==> src/shared/mbt_consts.svh <==
// Constants for the register-serial command interpreter
`ifndef MBT_CONSTS_SVH
`define MBT_CONSTS_SVH
`define MBT_FN_READ 8'h03
`define MBT_FN_WRITE 8'h06
`define MBT_REG_ADDR 16'h0000
`define MBT_REG_BAUD 16'h0001
`define MBT_REG_UNIT 16'h0002
`define MBT_REG_DEC 16'h0003
`define MBT_REG_PV 16'h0004
`define MBT_REG_ZERO_OFS 16'h000C
`define MBT_REG_SAVE 16'h000F
`define MBT_REG_RESTORE 16'h0010
`define MBT_BYTE_CNT 8'h02
`define MBT_CRC_POLY 16'hA001
`define MBT_CRC_INIT 16'hFFFF
`define MBT_RST_ADDR 8'h01
`define MBT_RST_BAUD 3'h3
`define MBT_RST_DEC 2'h3
`define MBT_RST_OFS 16'h0000
`define MBT_SAVE_USER 16'h0000
`define MBT_SAVE_FACT 16'h0001
`define MBT_RESTORE_GO 16'h0001
`define MBT_ABN_CODE 16'h8000
`define MBT_REQ_LEN 4'h8
`define MBT_RD_RSP_LEN 4'h7
`define MBT_IDX_W 4
`endif

==> src/shared/mbt_pkg.sv <==
// Types for the register-serial command interpreter
package mbt_pkg;
	typedef enum logic [3:0] {
		MBT_IDLE = 4'b0001,
		MBT_CHECK = 4'b0010,
		MBT_REPLY = 4'b0100,
		MBT_APPLY = 4'b1000
	} mbt_state_e;
	typedef struct packed {
		logic [7:0] addr;
		logic [2:0] baud;
		logic [15:0] zero_ofs;
	} mbt_params_s;
endpackage

==> src/hw/mbt_frame_buf.sv <==
// Small byte memory holding one frame
`timescale 1ns/1ps
module mbt_frame_buf #(
	parameter int DEPTH = 8,
	parameter int AW = 3
) (
	// Clock
	input wire logic sys_clk_i,
	// Write port
	input wire logic wr_en_i,
	input wire logic [AW-1:0] wr_idx_i,
	input wire logic [7:0] wr_data_i,
	// Read port
	input wire logic [AW-1:0] rd_idx_i,
	output logic [7:0] rd_data_o
);
	logic [7:0] mem_ff [DEPTH];
	logic [7:0] rd_data_ff;
	always_ff @(posedge sys_clk_i) begin
		if (wr_en_i) begin
			mem_ff[wr_idx_i] <= wr_data_i;
		end
		rd_data_ff <= mem_ff[rd_idx_i];
	end
	assign rd_data_o = rd_data_ff;
endmodule // mbt_frame_buf

==> src/hw/mbt_cmd_top.sv <==
// Command interpreter of the serial transmitter slave
`timescale 1ns/1ps
`include "mbt_consts.svh"
module mbt_cmd_top
	import mbt_pkg::*;
(
	// Clock and reset
	input wire logic sys_clk_i,
	input wire logic rst_b_i,
	// Received bytes from the UART
	input wire logic rx_valid_i,
	input wire logic [7:0] rx_data_i,
	input wire logic rx_gap_i,
	// Transmit bytes to the UART
	input wire logic tx_ready_i,
	input wire logic tx_done_i,
	output logic tx_valid_o,
	output logic [7:0] tx_data_o,
	// Measurement and non-volatile side
	input wire logic [15:0] meas_i,
	input wire logic [1:0] dec_places_i,
	input wire logic [15:0] unit_i,
	input wire mbt_params_s fact_params_i,
	output logic [2:0] baud_code_o,
	output logic [7:0] bus_addr_o,
	output logic save_user_o,
	output logic save_fact_o,
	output logic restore_o,
	output logic cal_abnormal_o
);
	function automatic logic [15:0] crc_byte(input logic [15:0] c, input logic [7:0] d);
		logic [15:0] r;
		r = c ^ {8'h00, d};
		for (int i = 0; i < 8; i++) begin
			r = r[0] ? ((r >> 1) ^ `MBT_CRC_POLY) : (r >> 1);
		end
		return r;
	endfunction

	mbt_state_e st_ff, nxt_st;
	mbt_params_s act_ff, nxt_act, pend_ff, nxt_pend;
	logic [3:0] idx_ff, nxt_idx;
	logic [15:0] crc_ff, nxt_crc;
	logic [7:0] req_ff [8];
	logic [7:0] nxt_req [8];
	logic rd_rsp_ff, nxt_rd_rsp;
	logic [15:0] rd_val_ff, nxt_rd_val;
	logic tx_valid_ff, nxt_tx_valid;
	logic [7:0] tx_data_ff, nxt_tx_data;
	logic save_u_ff, nxt_save_u, save_f_ff, nxt_save_f, rest_ff, nxt_rest;
	logic abn_ff, nxt_abn;
	logic [7:0] buf_rd;
	logic [15:0] reg_sel, wr_val;

	mbt_frame_buf #(.DEPTH(8), .AW(3)) u_buf (
		.sys_clk_i(sys_clk_i),
		.wr_en_i(rx_valid_i && st_ff == MBT_IDLE && idx_ff < `MBT_REQ_LEN),
		.wr_idx_i(idx_ff[2:0]),
		.wr_data_i(rx_data_i),
		.rd_idx_i(idx_ff[2:0]),
		.rd_data_o(buf_rd)
	);

	assign reg_sel = {req_ff[2], req_ff[3]};
	assign wr_val = {req_ff[4], req_ff[5]};

	always_comb begin
		nxt_st = st_ff;
		nxt_act = act_ff;
		nxt_pend = pend_ff;
		nxt_idx = idx_ff;
		nxt_crc = crc_ff;
		nxt_req = req_ff;
		nxt_rd_rsp = rd_rsp_ff;
		nxt_rd_val = rd_val_ff;
		nxt_tx_valid = 1'b0;
		nxt_tx_data = tx_data_ff;
		nxt_save_u = 1'b0;
		nxt_save_f = 1'b0;
		nxt_rest = 1'b0;
		nxt_abn = abn_ff;
		case (st_ff)
			MBT_IDLE: begin
				if (rx_gap_i) begin
					nxt_idx = 4'h0;
					// Running CRC must survive into the check
					if (idx_ff == `MBT_REQ_LEN) begin
						nxt_st = MBT_CHECK;
					end else begin
						nxt_crc = `MBT_CRC_INIT;
					end
				end else if (rx_valid_i && idx_ff < `MBT_REQ_LEN) begin
					nxt_req[idx_ff[2:0]] = rx_data_i;
					nxt_idx = idx_ff + 4'h1;
					if (idx_ff < 4'h6) begin
						nxt_crc = crc_byte(crc_ff, rx_data_i);
					end
				end else if (rx_valid_i) begin
					// Overlong frame is spoiled
					nxt_idx = 4'hF;
				end
			end
			MBT_CHECK: begin
				nxt_st = MBT_IDLE;
				nxt_crc = `MBT_CRC_INIT;
				if ({req_ff[7], req_ff[6]} == crc_ff && req_ff[0] == act_ff.addr) begin
					nxt_pend = act_ff;
					nxt_rd_rsp = 1'b0;
					if (req_ff[1] == `MBT_FN_READ) begin
						nxt_rd_rsp = 1'b1;
						nxt_st = MBT_REPLY;
						nxt_crc = crc_byte(crc_byte(`MBT_CRC_INIT, req_ff[0]), req_ff[1]);
						nxt_crc = crc_byte(nxt_crc, `MBT_BYTE_CNT);
						case (reg_sel)
							`MBT_REG_ADDR: nxt_rd_val = {8'h00, act_ff.addr};
							`MBT_REG_BAUD: nxt_rd_val = {13'h0000, act_ff.baud};
							`MBT_REG_UNIT: nxt_rd_val = unit_i;
							`MBT_REG_DEC: nxt_rd_val = {14'h0000, dec_places_i};
							`MBT_REG_PV: nxt_rd_val = abn_ff ? `MBT_ABN_CODE :
								meas_i + act_ff.zero_ofs;
							`MBT_REG_ZERO_OFS: nxt_rd_val = act_ff.zero_ofs;
							default: nxt_rd_val = 16'h0000;
						endcase
					end else if (req_ff[1] == `MBT_FN_WRITE) begin
						nxt_st = MBT_REPLY;
						case (reg_sel)
							`MBT_REG_ADDR: nxt_pend.addr = req_ff[5];
							`MBT_REG_BAUD: nxt_pend.baud = req_ff[5][2:0];
							`MBT_REG_ZERO_OFS: nxt_pend.zero_ofs = wr_val;
							`MBT_REG_SAVE: begin
								nxt_save_u = wr_val == `MBT_SAVE_USER;
								nxt_save_f = wr_val == `MBT_SAVE_FACT;
							end
							`MBT_REG_RESTORE: if (wr_val == `MBT_RESTORE_GO) begin
								nxt_rest = 1'b1;
								nxt_pend = fact_params_i;
								nxt_abn = 1'b0;
							end
							default: nxt_abn = 1'b1;
						endcase
					end
				end
			end
			MBT_REPLY: begin
				if (tx_ready_i && !tx_valid_ff) begin
					nxt_tx_valid = 1'b1;
					nxt_idx = idx_ff + 4'h1;
					if (rd_rsp_ff) begin
						case (idx_ff)
							4'h0: nxt_tx_data = req_ff[0];
							4'h1: nxt_tx_data = req_ff[1];
							4'h2: nxt_tx_data = `MBT_BYTE_CNT;
							4'h3: nxt_tx_data = rd_val_ff[15:8];
							4'h4: nxt_tx_data = rd_val_ff[7:0];
							4'h5: nxt_tx_data = crc_ff[7:0];
							default: nxt_tx_data = crc_ff[15:8];
						endcase
						if (idx_ff == 4'h3 || idx_ff == 4'h4) begin
							nxt_crc = crc_byte(crc_ff, nxt_tx_data);
						end
						if (idx_ff == `MBT_RD_RSP_LEN - 4'h1) begin
							nxt_st = MBT_APPLY;
						end
					end else begin
						// exact echo
						// Buffer read lags the index; byte spacing hides it
						nxt_tx_data = buf_rd;
						if (idx_ff == `MBT_REQ_LEN - 4'h1) begin
							nxt_st = MBT_APPLY;
						end
					end
				end
			end
			MBT_APPLY: begin
				if (tx_done_i) begin
					nxt_act = pend_ff;
					nxt_idx = 4'h0;
					nxt_crc = `MBT_CRC_INIT;
					nxt_st = MBT_IDLE;
				end
			end
			default: nxt_st = MBT_IDLE;
		endcase
	end

	always_ff @(posedge sys_clk_i or negedge rst_b_i) begin
		if (!rst_b_i) begin
			st_ff <= MBT_IDLE;
			act_ff <= '{`MBT_RST_ADDR, `MBT_RST_BAUD, `MBT_RST_OFS};
			pend_ff <= '{`MBT_RST_ADDR, `MBT_RST_BAUD, `MBT_RST_OFS};
			idx_ff <= 4'h0;
			crc_ff <= `MBT_CRC_INIT;
			req_ff <= '{default: 8'h00};
			rd_rsp_ff <= 1'b0;
			rd_val_ff <= 16'h0000;
			tx_valid_ff <= 1'b0;
			tx_data_ff <= 8'h00;
			save_u_ff <= 1'b0;
			save_f_ff <= 1'b0;
			rest_ff <= 1'b0;
			abn_ff <= 1'b0;
		end else begin
			st_ff <= nxt_st;
			act_ff <= nxt_act;
			pend_ff <= nxt_pend;
			idx_ff <= nxt_idx;
			crc_ff <= nxt_crc;
			req_ff <= nxt_req;
			rd_rsp_ff <= nxt_rd_rsp;
			rd_val_ff <= nxt_rd_val;
			tx_valid_ff <= nxt_tx_valid;
			tx_data_ff <= nxt_tx_data;
			save_u_ff <= nxt_save_u;
			save_f_ff <= nxt_save_f;
			rest_ff <= nxt_rest;
			abn_ff <= nxt_abn;
		end
	end

	// volatile until save pulse; framing lives in the UART
	assign tx_valid_o = tx_valid_ff;
	assign tx_data_o = tx_data_ff;
	assign baud_code_o = act_ff.baud;
	assign bus_addr_o = act_ff.addr;
	assign save_user_o = save_u_ff;
	assign save_fact_o = save_f_ff;
	assign restore_o = rest_ff;
	assign cal_abnormal_o = abn_ff;
endmodule // mbt_cmd_top

==> config.mk <==
export PLATFORM = sky130hd
export DESIGN_NAME = mbt_cmd_top
export DESIGN_NICKNAME = d
export VERILOG_FILES = /design/src/shared/mbt_pkg.sv /design/src/hw/mbt_frame_buf.sv /design/src/hw/mbt_cmd_top.sv
export VERILOG_INCLUDE_DIRS = /design/src /design/src/shared
export SDC_FILE = /design/constraint.sdc
export NUM_CORES = 1
export LEC_CHECK = 0
export ABC_CLOCK_PERIOD_IN_PS = 7580
export BUFFER_PORTS_ARGS = -buffer_cell sky130_fd_sc_hd__clkbuf_2
export CORE_UTILIZATION = 41
export DETAILED_ROUTE_END_ITERATION = 8
export PLACE_DENSITY = 0.54
export SYNTH_ARGS = -nofsm -noshare
export SYNTH_HDL_FRONTEND = slang
export SYNTH_SLANG_ARGS = --single-unit
==> constraint.sdc <==
create_clock -name sys_clk_i -period 7.58 [get_ports sys_clk_i]
set_input_delay 1.137 -clock sys_clk_i [delete_from_list [all_inputs] [get_ports sys_clk_i]]
set_output_delay 1.137 -clock sys_clk_i [all_outputs]
set_load 0.005 [all_outputs]
==> results by group, run 1 <==
Status
  • Status: completed

Power and ir drop
  • Pwr Density: 395 mW/mm^2
  • Switching Share: 37.5%
  • Gate power share: 40.1%
  • Total internal power: 3.56 mW
  • Clock share of power: 23.9%
  • Total net switching power: 2.14 mW
  • Pwr Total: 5.69 mW
  • Share of total power in sequential cells: 36.0%
  • Leak pwr: 6.04 nW
  • Peak supply drop: 0.000299 V

Global route
  • Vias in the first global route: 9,217
  • Pin count of the biggest net entering global routing: 67
  • Global-route usage over all layers: 24.4%
  • Initial antenna violation count: 1
  • First-pass GRT wire length: 57.9 mm
  • Grt total ovfl: 0

Routing
  • DRT iter0 DRCs: 942
  • Antenna viol nets, final: 0
  • DR WL/cell: 23.5 um
  • DRC viols: 0
  • Final WL: 38.2 mm
  • TritonRoute pass-1 iters: 6
  • Via count: 9,405
  • Via density: 5.79

CTS
  • CTS tree: built
  • CTS max path bufs: 3
  • Cts repair resizes: 0
  • Root buf cell: clkbuf_16
  • Postcts setup bufs: 0
  • Hold buffers post-CTS: 0
  • Later-pin clock latency in the skew report: 0.54 ns
  • H-Tree Level Count: 1
  • Clock sink count: 244
  • Clock transition at the registers of the reported paths: 0.06 ns
  • Total CTS buffers: 27

Timing
  • Fmax: 246 MHz
  • Final Critical Period: 4.06 ns
  • RSZ-0062 raised after global routing: no
  • Final Hold Vio Count: 0
  • Worst Clk Skew: 0.0173 ns
  • Max Slew Vio Count: 0
  • Slew headroom: 20.2%
  • Hold Slack: 0.473 ns
  • Final Setup Violations: 0
  • Setup TNS: 0 ns
  • Period utilisation layout: 53.6%
  • Worst slew pin tran: 1.19 ns

Logic synthesis
  • Synth top area cells: dfrtp_1 (29%), edfxtp_1 (15%), mux2_2 (8.2%)
  • Yosys Warn Count: 0
  • Post-synth ARST share: 70.5%
  • Top-count cell post-synth: dfrtp_1
  • Cell variety after synth: 69
  • Syn_nets: 1,243
  • Synth cell count leaders: dfrtp_1 (149), nand2_1 (116), mux2_2 (93)
  • Post-synth top area share: 29.3%
  • FF+latch count, synth: 244
  • Syn Area/Cell: 11.1 um^2
  • EDFF count, synth: 64
  • Sequential-to-total area share from yosys stat: 50.4%
  • Post-synth top area cell: dfrtp_1
  • Syn Std Cell Area: 0.0127 mm^2
  • Dominant synthesized flop cell: dfrtp_1
  • Syn Inst Count: 1,143

Placed design
  • Area after DPL: 0.0135 mm^2
  • GPL Wtd Cong: 0.930
  • Placed cell count: 1,574
  • Dpl hpwl: 26.7 mm
  • I/O Buffers: 98

Worst setup path
  • Crit start category: flop
  • Setup CP Type: reg -> reg
  • Crit-path max FO: 19
  • Worst Setup SP: idx_ff[1]$_DFFE_PN0P_
  • Worst EP required: 8.06 ns
  • Reg2reg start: idx_ff[1]$_DFFE_PN0P_
  • Setup crit end kind: flop
  • Critical Path AT: 4.54 ns

Finish
  • Share of post-route cells with drive strength above 1: 24.9%
  • Non-filler cells, final: 1,623
  • Area delta synth->final: 13.3%
  • Number of fill cells: 2,873
  • N_diodes: 0
  • Design Area, Final: 0.0144 mm^2
  • Layout net count: 1,307

Die
  • Core Footprint: 0.0306 mm^2
  • Die span in x: 178 um
  • Die Area: 0.0318 mm^2
  • Site row count: 64
  • Initial Util: 41.6%
  • Die Y: 178 um
  • Top Ports: 99

Min path
  • Startpoint of the worst hold path: pend_ff[15]$_DFFE_PN0P_
  • Hold WC Path Type: reg -> reg

Job
  • Max_cap viols: 0
## metrics by stage
stage                     util [%]  worst slack [ns]
after floorplan                  -              4.15
after global placement        44.1              3.74
after detailed placement      44.1              3.60
after CTS                     47.1              3.57
after global routing          47.1              3.32
final                         47.1              3.52
## cell families (layout without fill, tap and decap cells)
family                     Yosys count  in the layout  share of synthesized area (%)
AOI/OAI and AO/OA                  298            298                           16.3
and+or+nand+nor                    259            259                           9.12
DFF                                244            244                           50.4
muxes                              112            112                           10.5
xor gates and xnor gates           105            105                           7.58
buffers and inverters              100            184                           3.55
adders and majority gates           25             25                           2.52
## worst max-delay path, stage by stage (launching register included)
cell and delay (ns):
dfrtp_1 0.37, inv_1 0.36, ha_1 0.73, a222oi_1 0.20, mux2_1 0.32, o2bb2ai_1 0.36
xor3_2 0.47, xor2_2 0.15, xnor3_1 0.27, xor2_1 0.25, o22ai_2 0.11, nor4_1 0.24
a221o_1 0.16
## power by group through the flow
| stage | registers [mW] | clock network (mW) | logic, mW |
|---|---|---|---|
| 3_3_place_gp | 2.06 | 0 | 2.24 |
| 4_1_cts | 2.04 | 1.39 | 2.28 |
| 5_1_grt | 2.08 | 1.44 | 2.50 |
| 3_5_place_dp | 2.06 | 0 | 2.27 |
| 2_1_floorplan | 1.83 | 0 | 1.93 |
| 6_report | 2.05 | 1.36 | 2.28 |
## sequential cells by signal, indices dropped and copies added, names as in the netlist
register	count
bus_addr_o	8
restore_o	1
st_ff	4
tx_data_o	8
save_user_o	1
u_buf.mem_ff	64
cal_abnormal_o	1
req_ff	48
idx_ff	4
baud_code_o	3
rd_val_ff	16
act_ff	16
pend_ff	27
reg_sel	16
crc_ff	16
rd_rsp_ff	1
tx_valid_o	1
save_fact_o	1
u_buf.rd_data_o	8
## per-layer routing
metal | up-vias | part of all wire (%) | GRT usage, %
li1 | 4331 | - | -
met1 | 4736 | 45 | 34.9
met2 | 282 | 47 | 38.4
met3 | 56 | 5.8 | 4.03
met4 | 0 | 2.4 | 6.43
met5 | - | 0 | 0
## cell type report
cell class | instances | area, um^2 | area share (%)
Tap cell | 396 | 495 | 3.44
Sequential cell | 244 | 6410 | 44.5
Inverter | 19 | 71.3 | 0.495
Timing Repair Buffer | 116 | 632 | 4.38
Clock inverter | 15 | 185 | 1.28
Multi-Input combinational cell | 799 | 5890 | 40.8
Clock buffer | 34 | 732 | 5.08
## layout by cell type, fill, tap and decap left out, types with 6 or more instances in the layout
cell and count:
a222oi_1 16, edfxtp_1 64, a22o_1 30, o22ai_1 12, a21o_1 9, o21ai_0 82, dfrtp_1 149, buf_4 18
o21ai_1 8, clkbuf_2 97, xnor2_1 71, clkbuf_16 27, xor2_1 30, nor2_1 61, ha_1 24, a21oi_1 30
mux2i_1 10, dfstp_2 23, inv_1 18, a221oi_1 15, nand3_1 14, nor3b_1 6, dfxtp_1 8, o21bai_1 8
nor4_1 9, a22oi_1 48, nand2b_1 6, nand2_1 115, nand4_1 10, mux2_2 93, mux4_2 8, nor3_1 15
## worst paths after layout
path	endpoint	slack (ns)	depth (start not counted)
max in group asynchronous	reg_sel[2]$_DFFE_PN0P_	5.76	2
worst max register to register	crc_ff[0]$_DFFE_PN1P_	3.52	12
worst max-delay path	crc_ff[0]$_DFFE_PN1P_	3.52	12
worst min-delay path	pend_ff[15]$_DFFE_PN0P_	0.47	2
worst min register to register	pend_ff[15]$_DFFE_PN0P_	0.47	2
min in group asynchronous	st_ff[2]$_DFFE_PN0P_	0.60	1
Power figures use the tool's default switching activity.
==> inputs of run 2 (changes only) <==
--- a/config.mk
+++ b/config.mk
@@ -6,11 +6,12 @@
 export SDC_FILE = /design/constraint.sdc
 export NUM_CORES = 1
 export LEC_CHECK = 0
-export ABC_CLOCK_PERIOD_IN_PS = 7580
+export ABC_AREA = 1
+export ABC_CLOCK_PERIOD_IN_PS = 3300
 export BUFFER_PORTS_ARGS = -buffer_cell sky130_fd_sc_hd__clkbuf_2
 export CORE_UTILIZATION = 41
 export DETAILED_ROUTE_END_ITERATION = 8
-export PLACE_DENSITY = 0.54
+export PLACE_DENSITY = 0.56
 export SYNTH_ARGS = -nofsm -noshare
 export SYNTH_HDL_FRONTEND = slang
 export SYNTH_SLANG_ARGS = --single-unit
==> constraint.sdc (replaced) <==
create_clock -name sys_clk_i -period 3.3 [get_ports sys_clk_i]
set_input_delay 0.495 -clock sys_clk_i [delete_from_list [all_inputs] [get_ports sys_clk_i]]
set_output_delay 0.495 -clock sys_clk_i [all_outputs]
set_load 0.005 [all_outputs]
==> run 2 against run 1 <==
Net effect: utilization increased by 1.4 points; routed wire length rose by 14%; global-route usage up 2.2 points; cell count up 31%; critical endpoint is now crc_ff[15]$_DFFE_PN1P_.
==> results by group, run 2 <==
Status
  • Status: completed

CTS
  • Total CTS buffers: 29
  • CTS tree: built
  • Root buf cell: clkbuf_16
  • H-Tree Level Count: 1
  • Clock sink count: 244
  • Later-pin clock latency in the skew report: 0.57 ns
  • Clock transition at the registers of the reported paths: 0.07 ns
  • CTS max path bufs: 3

Timing
  • Final Hold Vio Count: 0
  • Max Slew Vio Count: 0
  • RSZ-0062 raised after global routing: no
  • Period utilisation layout: 93.5%
  • Final Critical Period: 3.09 ns
  • Worst Clk Skew: 0.0176 ns
  • Worst slew pin tran: 0.871 ns
  • Fmax: 324 MHz
  • Setup TNS: 0 ns
  • Slew headroom: 41.7%
  • Final Setup Violations: 0

Power and ir drop
  • Switching Share: 44.0%
  • Pwr Density: 901 mW/mm^2
  • Peak supply drop: 0.000396 V
  • Leak pwr: 6.87 nW
  • Gate power share: 44.2%
  • Share of total power in sequential cells: 32.2%
  • Clock share of power: 23.5%
  • Total net switching power: 6.12 mW
  • Total internal power: 7.79 mW

Global route
  • Pin count of the biggest net entering global routing: 60
  • Grt total ovfl: 0
  • Vias in the first global route: 11,210
  • Initial antenna violation count: 0
  • Global-route usage over all layers: 26.6%
  • First-pass GRT wire length: 66.9 mm

Routing
  • Final WL: 43.6 mm
  • Via count: 11,591
  • DRC viols: 0
  • DR WL/cell: 20.5 um
  • Antenna viol nets, final: 0
  • Via density: 5.43
  • DRT iter0 DRCs: 766
  • TritonRoute pass-1 iters: 5

Logic synthesis
  • Syn Std Cell Area: 0.0133 mm^2
  • Post-synth top area share: 27.9%
  • Synth Area in XOR/XNOR: 4.90%
  • EDFF count, synth: 64
  • Post-synth ARST share: 70.5%
  • Post-synth top area cell: dfrtp_1
  • Yosys Warn Count: 0
  • Sequential-to-total area share from yosys stat: 48.1%
  • Dominant synthesized flop cell: dfrtp_1
  • Multiplexer share of the synthesized area: 0.675%
  • Synth top area cells: dfrtp_1 (28%), edfxtp_1 (14%), nand2_1 (9.8%)
  • Syn_nets: 1,669
  • Top-count cell post-synth: nand2_1
  • Post-Synth Adder-Cell Area: 2.40%
  • Cell variety after synth: 59
  • Synth Area in Simple Gates: 19.5%
  • Largest family of logic cells by synthesized area: simple AND/OR/NAND/NOR gates
  • Syn Inst Count: 1,569
  • Syn Area/Cell: 8.51 um^2
  • Complex-gate fraction of the synthesized area: 17.5%
  • Synth cell count leaders: nand2_1 (349), o21ai_0 (219), dfrtp_1 (149)
  • FF+latch count, synth: 244

Worst setup path
  • Reg2reg start: idx_ff[1]$_DFFE_PN0P_
  • Setup CP Type: reg -> reg
  • Worst EP required: 3.79 ns
  • Critical Path AT: 3.57 ns
  • Crit start category: flop
  • Setup crit end kind: flop
  • Worst Setup SP: idx_ff[1]$_DFFE_PN0P_
  • Crit-path max FO: 8

Die
  • Initial Util: 42.0%
  • Site row count: 65
  • Die Y: 182 um
  • Core Footprint: 0.0318 mm^2
  • Top Ports: 99
  • Die Area: 0.0333 mm^2
  • Die span in x: 182 um

Finish
  • Layout net count: 1,775
  • N_diodes: 0
  • Commonest non-fill, non-tap cell in the layout: nand2_1
  • Biggest regs: u_buf.mem_ff (64), req_ff (48), pend_ff (27)
  • Final core utilization: 48.6%
  • Multi-input logic area: 0.00603 mm^2
  • Register Area: 0.00641 mm^2
  • Max reg flops: 64
  • Number of fill cells: 3,117
  • Share of post-route cells with drive strength above 1: 16.4%
  • Area delta synth->final: 15.7%
  • Largest register by flop count: u_buf.mem_ff
  • Most frequent cells in the layout: nand2_1 (348), o21ai_0 (219), dfrtp_1 (149)

Placed design
  • I/O Buffers: 98
  • Dpl hpwl: 33.1 mm
  • GPL Wtd Cong: 0.990

Min path
  • Hold WC Path Type: in -> reg
  • Startpoint of the worst hold path: rx_data_i[2]

Job
  • Max_cap viols: 0
-- run 2: timing repair --
item / in CTS / in global routing
setup buffers: 0 / 0
gates resized for setup: 0 / 1
hold buffers: 1 / 0
setup endpoints to repair: 0 / 3
endpoints found under the hold margin: 34 / 0
-- run 2: power groups by stage --
stage / combinational (mW) / sequential, mW / clock (mW)
CTS: 6.08 / 4.46 / 3.32
floorplan: 4.50 / 4.10 / 0
global route: 6.85 / 4.54 / 3.44
global placement: 5.98 / 4.51 / 0
finish: 6.15 / 4.49 / 3.28
detailed placement: 6.04 / 4.51 / 0
-- run 2: layer usage --
| metal | share of wire [%] | routed length [um] | track usage, % |
|---|---|---|---|
| met1 | 47 | 20500 | 38.6 |
| met2 | 44 | 19100 | 41.0 |
| met3 | 5.5 | 2390 | 2.81 |
| met4 | 3.9 | 1700 | 9.68 |
| met5 | 0 | 0 | 0 |
-- run 2: layout make-up --
class / instances / share of cell area, %
well taps: 435 / 3.53
clock buffers: 38 / 5.14
multi-input cells: 1097 / 39.1
inverters: 159 / 3.88
clock inverters: 16 / 1.19
flip-flops and latches: 244 / 41.6
repair buffers: 144 / 5.63
-- run 2: cell families after synthesis --
family,count (synthesis)
simple gates,589
flops,244
xor+xnor,73
compound gates,402
mux,8
buf+inv,228
fa+ha+maj,25
-- run 2: metrics by stage --
step	hold slack [ns]	cells	total power [mW]	cell area (um^2)	setup WS (ns)
6_report	0.224	2133	13.9	15400	0.213
5_1_grt	0.217	2133	14.8	15400	0.00837
4_1_cts	0.212	2133	13.9	15400	0.166
3_5_place_dp	0.469	2078	10.6	14400	0.208
3_3_place_gp	0.455	2078	10.5	14400	0.222
2_1_floorplan	0.199	1569	8.60	13300	0.417
-- run 2: path summary, 6_finish.rpt --
| kind | slack, ns | cells past startpoint | end |
|---|---|---|---|
| hold / removal | 0.22 | 1 | u_buf.mem_ff[2][2]$_DFFE_PP_ |
| setup / recovery | 0.21 | 20 | crc_ff[15]$_DFFE_PN1P_ |
| setup reg to reg | 0.21 | 20 | crc_ff[15]$_DFFE_PN1P_ |
| max in group asynchronous | 2.07 | 3 | baud_code_o[1]$_DFFE_PN1P_ |
| hold reg to reg | 0.48 | 2 | u_buf.rd_data_o[5]$_DFF_P_ |
| min in group asynchronous | 0.48 | 2 | req_ff[63]$_DFFE_PN0P_ |
-- run 2: critical path: stages, from the launching register on --
cell and delay [ns]:
dfrtp_1 0.37, inv_1 0.19, ha_2 0.33, inv_1 0.11
nor2_2 0.26, inv_1 0.10, o21ai_0 0.22, a21oi_1 0.08
nand3b_1 0.21, nand2_1 0.13, nand2_1 0.08, nand2_1 0.12
nand2_1 0.09, nand2_1 0.09, nand3_2 0.11, nand2_2 0.07
nand2_1 0.07, nand3_1 0.09, nand3_1 0.08, nand2_1 0.07
o21ai_1 0.12
